**config.mk**
```make
export PLATFORM = sky130hd
export DESIGN_NAME = led_gpio_pin_config
export DESIGN_NICKNAME = d
export VERILOG_FILES = /design/src/pin_driver.v /design/src/led_gpio_pin_config.v
export VERILOG_INCLUDE_DIRS = /design/src
export SDC_FILE = /design/constraint.sdc
export NUM_CORES = 1
export LEC_CHECK = 0
export BUFFER_PORTS_ARGS = -buffer_cell sky130_fd_sc_hd__buf_2
export CAP_MARGIN = 30
export CORE_MARGIN = 2
export CORE_UTILIZATION = 54
export CTS_BUF_LIST = sky130_fd_sc_hd__clkbuf_8
export DETAILED_ROUTE_END_ITERATION = 8
export PLACE_DENSITY = 0.91
export SLEW_MARGIN = 20
export SYNTH_ARGS = -nofsm -noshare
export SYNTH_HDL_FRONTEND = slang
export SYNTH_SLANG_ARGS = --single-unit
```
**constraint.sdc**
```tcl
create_clock -name MCLK -period 2.46 [get_ports MCLK]
set_input_delay 0 -clock MCLK [delete_from_list [all_inputs] [get_ports MCLK]]
set_output_delay 0 -clock MCLK [all_outputs]
set_load 0.005 [all_outputs]
```
**src/led_gpio_map.vh**
```
// register map, field positions and reset values of the LED/GPIO pin block
`ifndef LED_GPIO_MAP_VH
`define LED_GPIO_MAP_VH

`define CFG_ADDR 12'h024
`define SEL_BIT 31
`define UPPER_FN_HI 25
`define UPPER_FN_LO 24
`define MIDDLE_FN_HI 21
`define MIDDLE_FN_LO 20
`define LOWER_FN_HI 17
`define LOWER_FN_LO 16
`define DRIVE_LO 8
`define DIR_LO 4
`define LEVEL_LO 0
`define FN_GPIO 2'h0
`define FN_LED 2'h1
`define FN_MIRROR_A 2'h2
`define FN_MIRROR_B 2'h3
`define CFG_RESET 32'h00000000
`define RESP_OKAY 2'h0
`define RESP_SLVERR 2'h2

`endif

```
**src/pin_driver.v**
```verilog
// one multi-function pin: output value and push-pull/open-drain enable
`timescale 1ns/10ps
`default_nettype none
`include "led_gpio_map.vh"

module pin_driver (
    // selected function
    input wire [1:0] fn,
    input wire gpio_dir,
    input wire gpio_val,
    input wire push_pull,
    input wire led_val,
    input wire mirror_a,
    input wire mirror_b,
    // pin
    output reg pin_o,
    output reg pin_oe_n
);

    reg val;
    reg drive;
    reg pp;

    always @* begin
        val = gpio_val;
        drive = gpio_dir;
        pp = push_pull;
        case (fn)
            `FN_GPIO: begin
                val = gpio_val;
                drive = gpio_dir;
            end
            `FN_LED: begin
                val = led_val;
                drive = 1'b1;
            end
            // mirrors always push-pull so a high is seen without a pull-up
            `FN_MIRROR_A: begin
                val = mirror_a;
                drive = 1'b1;
                pp = 1'b1;
            end
            `FN_MIRROR_B: begin
                val = mirror_b;
                drive = 1'b1;
                pp = 1'b1;
            end
            default: begin
                val = gpio_val;
                drive = 1'b0;
            end
        endcase
        // open drain only pulls low; a high is left to the pull-up
        pin_o = val;
        pin_oe_n = ~(drive & (pp | ~val));
    end

endmodule
`default_nettype wire

```
**src/led_gpio_pin_config.v**
```verilog
// LED / GPIO pin configuration register and pin routing for pins 8 to 10
//
// The register offsets and the AXI4-Lite interface to the registers were chosen for this implementation.
`timescale 1ns/10ps
`default_nettype none
`include "led_gpio_map.vh"

module led_gpio_pin_config #(
    parameter ADDR_W = 12
) (
    // clock and reset
    input wire MCLK,
    input wire RST,
    // resets restoring the select bit and eeprom strap
    input wire USB_RESET,
    input wire LITE_RESET,
    input wire EEPROM_PRESENT,
    input wire EEPROM_LED_SELECT,
    // axi4-lite write address
    input wire [ADDR_W-1:0] AWADDR,
    input wire AWVALID,
    output wire AWREADY,
    // axi4-lite write data
    input wire [31:0] WDATA,
    input wire [3:0] WSTRB,
    input wire WVALID,
    output wire WREADY,
    // axi4-lite write response
    output reg [1:0] BRESP,
    output reg BVALID,
    input wire BREADY,
    // axi4-lite read address
    input wire [ADDR_W-1:0] ARADDR,
    input wire ARVALID,
    output wire ARREADY,
    // axi4-lite read data
    output reg [31:0] RDATA,
    output reg [1:0] RRESP,
    output reg RVALID,
    input wire RREADY,
    // internal status feeding the pins; FULL_DUPLEX feeds none
    input wire LINK_UP,
    input wire ACTIVITY,
    input wire SPEED_100,
    input wire FULL_DUPLEX,
    input wire MII_RXD0,
    input wire MII_RXD1,
    input wire MII_RXD2,
    input wire MII_RXD3,
    input wire MII_CRS,
    input wire PHY_RESET_OUT,
    // pins 8..10, bit 0 is pin 8
    input wire [2:0] PIN_I,
    output wire [2:0] PIN_O,
    output wire [2:0] PIN_OE_N
);

    ////////////////////////////////////////////////////////////////////////
    // configuration state

    reg led_meaning_select_ff;
    reg [1:0] upper_pin_function_ff;
    reg [1:0] middle_pin_function_ff;
    reg [1:0] lower_pin_function_ff;
    reg [2:0] pin_drive_type_ff;
    reg [2:0] pin_direction_ff;
    reg [2:0] pin_data_ff;
    reg [2:0] pin_level_ff;
    reg [ADDR_W-1:0] aw_addr_ff;
    reg [31:0] w_data_ff;
    reg [3:0] w_strb_ff;
    reg aw_held_ff;
    reg w_held_ff;

    // value restored by any reset: eeprom flag or zero
    wire sel_default = EEPROM_PRESENT & EEPROM_LED_SELECT;

    ////////////////////////////////////////////////////////////////////////
    // axi4-lite write path: address and data accepted in either order

    assign AWREADY = ~aw_held_ff & ~BVALID;
    assign WREADY = ~w_held_ff & ~BVALID;

    wire aw_take = AWVALID & AWREADY;
    wire w_take = WVALID & WREADY;
    wire aw_have = aw_held_ff | aw_take;
    wire w_have = w_held_ff | w_take;
    wire [ADDR_W-1:0] wr_addr = aw_held_ff ? aw_addr_ff : AWADDR;
    wire [31:0] wr_data = w_held_ff ? w_data_ff : WDATA;
    wire [3:0] wr_strb = w_held_ff ? w_strb_ff : WSTRB;
    wire wr_fire = aw_have & w_have & ~BVALID;
    // register byte address at bus width, word index compared
    wire [ADDR_W-1:0] cfg_byte_addr = `CFG_ADDR;
    wire wr_hit = wr_addr[ADDR_W-1:2] == cfg_byte_addr[ADDR_W-1:2];
    wire do_write = wr_fire & wr_hit;

    always @(posedge MCLK) begin
        if (RST) begin
            aw_held_ff <= 1'b0;
            w_held_ff <= 1'b0;
            aw_addr_ff <= {ADDR_W{1'b0}};
            w_data_ff <= 32'h00000000;
            w_strb_ff <= 4'h0;
            BVALID <= 1'b0;
            BRESP <= `RESP_OKAY;
        end else begin
            if (aw_take) begin
                aw_addr_ff <= AWADDR;
            end
            if (w_take) begin
                w_data_ff <= WDATA;
                w_strb_ff <= WSTRB;
            end
            if (wr_fire) begin
                aw_held_ff <= 1'b0;
                w_held_ff <= 1'b0;
                BVALID <= 1'b1;
                BRESP <= wr_hit ? `RESP_OKAY : `RESP_SLVERR;
            end else begin
                if (aw_take) begin
                    aw_held_ff <= 1'b1;
                end
                if (w_take) begin
                    w_held_ff <= 1'b1;
                end
                if (BVALID & BREADY) begin
                    BVALID <= 1'b0;
                end
            end
        end
    end

    ////////////////////////////////////////////////////////////////////////
    // register fields, byte lanes honoured

    always @(posedge MCLK) begin
        if (RST) begin
            led_meaning_select_ff <= sel_default;
            upper_pin_function_ff <= `FN_GPIO;
            middle_pin_function_ff <= `FN_GPIO;
            lower_pin_function_ff <= `FN_GPIO;
            pin_drive_type_ff <= 3'h0;
            pin_direction_ff <= 3'h0;
            pin_data_ff <= 3'h0;
        end else begin
            if (USB_RESET | LITE_RESET) begin
                led_meaning_select_ff <= sel_default;
            end else if (!EEPROM_PRESENT) begin
                led_meaning_select_ff <= 1'b0;
            end else if (do_write & wr_strb[3]) begin
                led_meaning_select_ff <= wr_data[`SEL_BIT];
            end
            if (do_write & wr_strb[3]) begin
                upper_pin_function_ff <=
                    wr_data[`UPPER_FN_HI:`UPPER_FN_LO];
            end
            if (do_write & wr_strb[2]) begin
                middle_pin_function_ff <=
                    wr_data[`MIDDLE_FN_HI:`MIDDLE_FN_LO];
                lower_pin_function_ff <=
                    wr_data[`LOWER_FN_HI:`LOWER_FN_LO];
            end
            if (do_write & wr_strb[1]) begin
                pin_drive_type_ff <= wr_data[`DRIVE_LO+2:`DRIVE_LO];
            end
            if (do_write & wr_strb[0]) begin
                pin_direction_ff <= wr_data[`DIR_LO+2:`DIR_LO];
                pin_data_ff <= wr_data[`LEVEL_LO+2:`LEVEL_LO];
            end
        end
    end

    ////////////////////////////////////////////////////////////////////////
    // pin level sampling for read-back

    always @(posedge MCLK) begin
        if (RST) begin
            pin_level_ff <= 3'h0;
        end else begin
            pin_level_ff <= PIN_I;
        end
    end

    ////////////////////////////////////////////////////////////////////////
    // axi4-lite read path, one cycle after the address is taken

    assign ARREADY = ~RVALID;
    wire rd_hit = ARADDR[ADDR_W-1:2] == cfg_byte_addr[ADDR_W-1:2];
    wire [31:0] cfg_word = {led_meaning_select_ff, 5'h00,
        upper_pin_function_ff, 2'h0, middle_pin_function_ff, 2'h0,
        lower_pin_function_ff, 5'h00, pin_drive_type_ff, 1'b0,
        pin_direction_ff, 1'b0, pin_level_ff};

    always @(posedge MCLK) begin
        if (RST) begin
            RVALID <= 1'b0;
            RDATA <= 32'h00000000;
            RRESP <= `RESP_OKAY;
        end else if (ARVALID & ARREADY) begin
            RVALID <= 1'b1;
            RDATA <= rd_hit ? cfg_word : 32'h00000000;
            RRESP <= rd_hit ? `RESP_OKAY : `RESP_SLVERR;
        end else if (RREADY) begin
            RVALID <= 1'b0;
        end
    end

    ////////////////////////////////////////////////////////////////////////
    // led meanings; leds are active low on the pin

    wire sel = led_meaning_select_ff;
    wire speed_indicator_pin = ~SPEED_100;
    // select one shows the middle pin as link only
    wire link_activity_pin = sel ? ~LINK_UP
        : ~(LINK_UP & ~ACTIVITY);
    // activity by default; software drives gpio for a duplex light
    wire duplex_indicator_pin = ~ACTIVITY;

    wire [1:0] fn [0:2];
    wire [2:0] led_val;
    wire [2:0] mir_a;
    wire [2:0] mir_b;
    assign fn[0] = lower_pin_function_ff;
    assign fn[1] = middle_pin_function_ff;
    assign fn[2] = upper_pin_function_ff;
    assign led_val = {speed_indicator_pin, link_activity_pin,
        duplex_indicator_pin};
    assign mir_a = {MII_RXD0, MII_RXD1, MII_RXD2};
    assign mir_b = {MII_RXD3, PHY_RESET_OUT, MII_CRS};

    genvar i;
    generate
        for (i = 0; i < 3; i = i + 1) begin : g_pin
            pin_driver u_pin (
                .fn(fn[i]),
                .gpio_dir(pin_direction_ff[i]),
                .gpio_val(pin_data_ff[i]),
                .push_pull(pin_drive_type_ff[i]),
                .led_val(led_val[i]),
                .mirror_a(mir_a[i]),
                .mirror_b(mir_b[i]),
                .pin_o(PIN_O[i]),
                .pin_oe_n(PIN_OE_N[i])
            );
        end
    endgenerate

endmodule
`default_nettype wire

```
==> qor.csv <==
stage,metric,value,unit
detailed_routing,num_vias,2871,
grt,grt_pass1_vias,2787,
setup_path,slowest_delay,0.56,ns
sta,drv_slew,0,
placement,gp_routability_congestion,0.769,
setup_path,crit_chain,"dlygate4sd3_1, buf_2, nor4b_1, and3_4, o211ai_2, nand3_1, dlygate4sd3_1",
setup_path,crit_top_cell,dlygate4sd3_1,
clock_network,cts-root-buf,clkbuf_8,
floorplanning,io_pins,131,
setup_path,crit_buf_inv,3,
detailed_routing,drt_iter0_drc,132,
floorplanning,die-width,82.4,um
grt,grt_usage,24.4,%
floorplanning,num_rows,28,
clock_network,numCtsBuffers,9,
setup_path,crit_end,led_meaning_select_ff,
floorplanning,dieArea,6790,um2
placement,place_ws,0.791,ns
sta,timing.clock.skew,0.00416,ns
setup_path,rr_startpoint,w_held_ff,
grt,grt_antenna_before_repair,0,
pwr,fin_total_pwr,0.00274,W
pwr,p_leak,1.91,nW
status,status,"complete, no violations",
sta,setup_tns,0,ns
clock_network,worstSkewPairLatency,0.35,ns
clock_network,cts_tree,done,
sta,finalCritPeriodShare,91.2,%
yosys,synth_area_per_cell,9.12,um2
setup_path,worstSetupPathType,input port to flop,
final_layout,n_fill_cell,454,
grt,grt_pass1_wl,12400,um
setup_path,crit_path_top_delay_cell,dlygate4sd3_1,
setup_path,reg2reg_slack,0.27,ns
final_layout,area_growth,30.4,%
yosys,ys_async_sr_fraction,0,%
detailed_routing,vias_per_cell,5.11,
setup_path,critical_path.top_delay_family,buffers and inverters,
yosys,yosysTopAreaCellShare,42.2,%
setup_path,end_kind,flop,
setup_path,crit_start,AWADDR[3],
floorplanning,core_area,5920,um2
clock_network,cts_sinks,71,
pwr,powerDensity,632,nW/um2
detailed_routing,wl_per_cell,14.1,um
clock_network,htreeDepth,3,
yosys,synth_flop_cell,dfxtp_1,
detailed_routing,dr.pass1.iters,4,
setup_path,crit_cells,7,
sta,timing.fmax,446,MHz
setup_path,worstReg2RegEnd,led_meaning_select_ff,
floorplanning,initial_core_util,56.1,%
setup_path,critPathMaxFanout,5,
flow_run,maxCapViolCount,0,
yosys,synth_cell_types,39,
sta,slew_headroom,50.3,%
final_layout,nets,566,
sta,setup_viol,0,
detailed_routing,ant_nets,0,
hold_path,min-delay-start,RST,
setup_path,startpoint_type,input port,
yosys,ys_ff_latch,71,
grt,grt-ovfl-total,0,
yosys,syn-cell-area,3320,um2
yosys,yosys_warnings,0,
detailed_routing,drt-total-wl,7910,um
hold_path,hp-class,input port to flop,
final_layout,final_design_area_no_fill,4330,um2
setup_path,rr_worst_depth,5,
sta,post-route-min-period,2.24,ns
yosys,synth.area.top_cells,"dfxtp_1 (42%), mux2i_1 (8.1%), nor2_1 (6.2%)",
placement,dpl.hpwl,5360,um
yosys,synth_top_area_cell,dfxtp_1,
sta,setup_ws,0.216,ns
floorplanning,die_h,82.4,um
final_layout,drive_gt1_share,27.5,%
sta,hold_viol,0,
clock_network,ctsResizeCount,0,
yosys,synth_enable_flop_cells,1,
yosys,yosysSeqAreaShare,43.1,%
sta,worst_slew_pin_slew,0.746,ns
clock_network,clockBufferDepth,2,
detailed_routing,drc_errors,0,
yosys,syn-instance-count,364,
setup_path,required,2.53,ns
setup_path,crit_arrival,2.32,ns
placement,place_area,3690,um2
clock_network,clk_pin_slew_worst_paths,0.07,ns
placement,io_buffer_count,91,
pwr,ir_drop,0.473,mV
sta,rsz0062_at_grt,false,
final_layout,antenna_cells,0,
grt,grt_max_degree,27,
## cells in the mapped netlist, types with 5 or more instances
cell type,number
buf_4,27
a22oi_1,16
a21oi_1,27
nor2b_1,15
nor3_1,5
inv_1,7
mux2_4,8
nand2_1,44
nor2_1,55
mux2i_1,27
dfxtp_1,70
clkbuf_1,10
buf_2,6
mux2_1,9
nand2b_1,5
## worst register-to-register path, stage by stage (launching register included)
cell and delay [ns]:
dfxtp_1 0.53, o22ai_1 0.20, nor2_4 0.27, o211ai_2 0.22, nand3_1 0.14, dlygate4sd3_1 0.56
## state kept, by name, indices dropped and copies added (netlist names)
name	count
middle_pin_function_ff	2
BVALID	1
BRESP	1
pin_data_ff	3
aw_addr_ff	10
upper_pin_function_ff	2
RDATA	16
RVALID	1
pin_drive_type_ff	3
w_data_ff	16
RRESP	1
led_meaning_select_ff	1
w_strb_ff	4
pin_level_ff	3
pin_direction_ff	3
w_held_ff	1
aw_held_ff	1
lower_pin_function_ff	2
## cells by family after synthesis
kind of cell	after synthesis	synth area share, %
DFF	71	43.1
muxes	48	16.8
AOI/OAI and AO/OA	52	10.7
and+or+nand+nor	140	20.0
other	1	0.113
buffers and inverters	52	9.16
## report_power, final
part	internal (W)	switching, W
sequential	0.00120	0.0000348
clock	0.000697	0.000437
combinational	0.000177	0.000188
total	0.00208	0.000659
## how the worst min path moves through the flow
| stage | to | cells past startpoint |
|---|---|---|
| floorplan | pin_level_ff[0] | 1 |
| global placement | pin_level_ff[0] | 2 |
| detailed placement | pin_level_ff[0] | 2 |
| CTS | led_meaning_select_ff | 4 |
| global route | led_meaning_select_ff | 4 |
| finish | w_data_ff[6] | 2 |
## stage by stage
stage	hold slack (ns)	instances	util (%)
3_5_place_dp	0.222	507	62.4
5_1_grt	0.109	562	73.1
6_report	0.0989	562	73.1
4_1_cts	0.0657	562	73.1
3_3_place_gp	0.218	507	62.4
2_1_floorplan	0.128	381	-
## layout make-up
| type | count | area, um2 | area share [%] |
|---|---|---|---|
| Tap cell | 75 | 93.8 | 2.17 |
| Timing Repair Buffer | 135 | 883 | 20.4 |
| Clock buffer | 10 | 138 | 3.18 |
| Clock inverter | 6 | 108 | 2.49 |
| Inverter | 7 | 26.3 | 0.607 |
| Multi-Input combinational cell | 258 | 1650 | 38.1 |
| Sequential cell | 71 | 1430 | 33.1 |
## timing repair
action | in CTS | in global routing
hold buffers | 39 | 0
endpoints found under the setup margin | 0 | 0
buffers inserted | 0 | 0
endpoints found under the hold margin | 38 | 0
## placed cells by master, fill, tap and decap left out, types with 3 or more instances in the layout
cell,synthesis,layout
mux2i_1,27,27
dlygate4sd3_1,0,39
buf_2,6,91
conb_1,1,18
nand2_1,44,44
inv_1,7,7
nor2_1,55,55
buf_4,27,5
dfxtp_1,70,70
bufinv_16,0,3
mux2_4,8,8
nand2b_1,5,5
mux2_1,9,9
nor2b_1,15,15
a21oi_1,27,27
a22oi_1,16,16
nor3_1,5,5
clkbuf_8,0,10
## metal layers
layer	global-route usage [%]	up-vias	share of wire [%]
li1	-	1425	-
met1	25.7	1325	39
met2	44.3	105	51
met3	8.26	16	7.4
met4	9.50	0	1.8
met5	0	-	0
(Power assumes the default switching activity.)
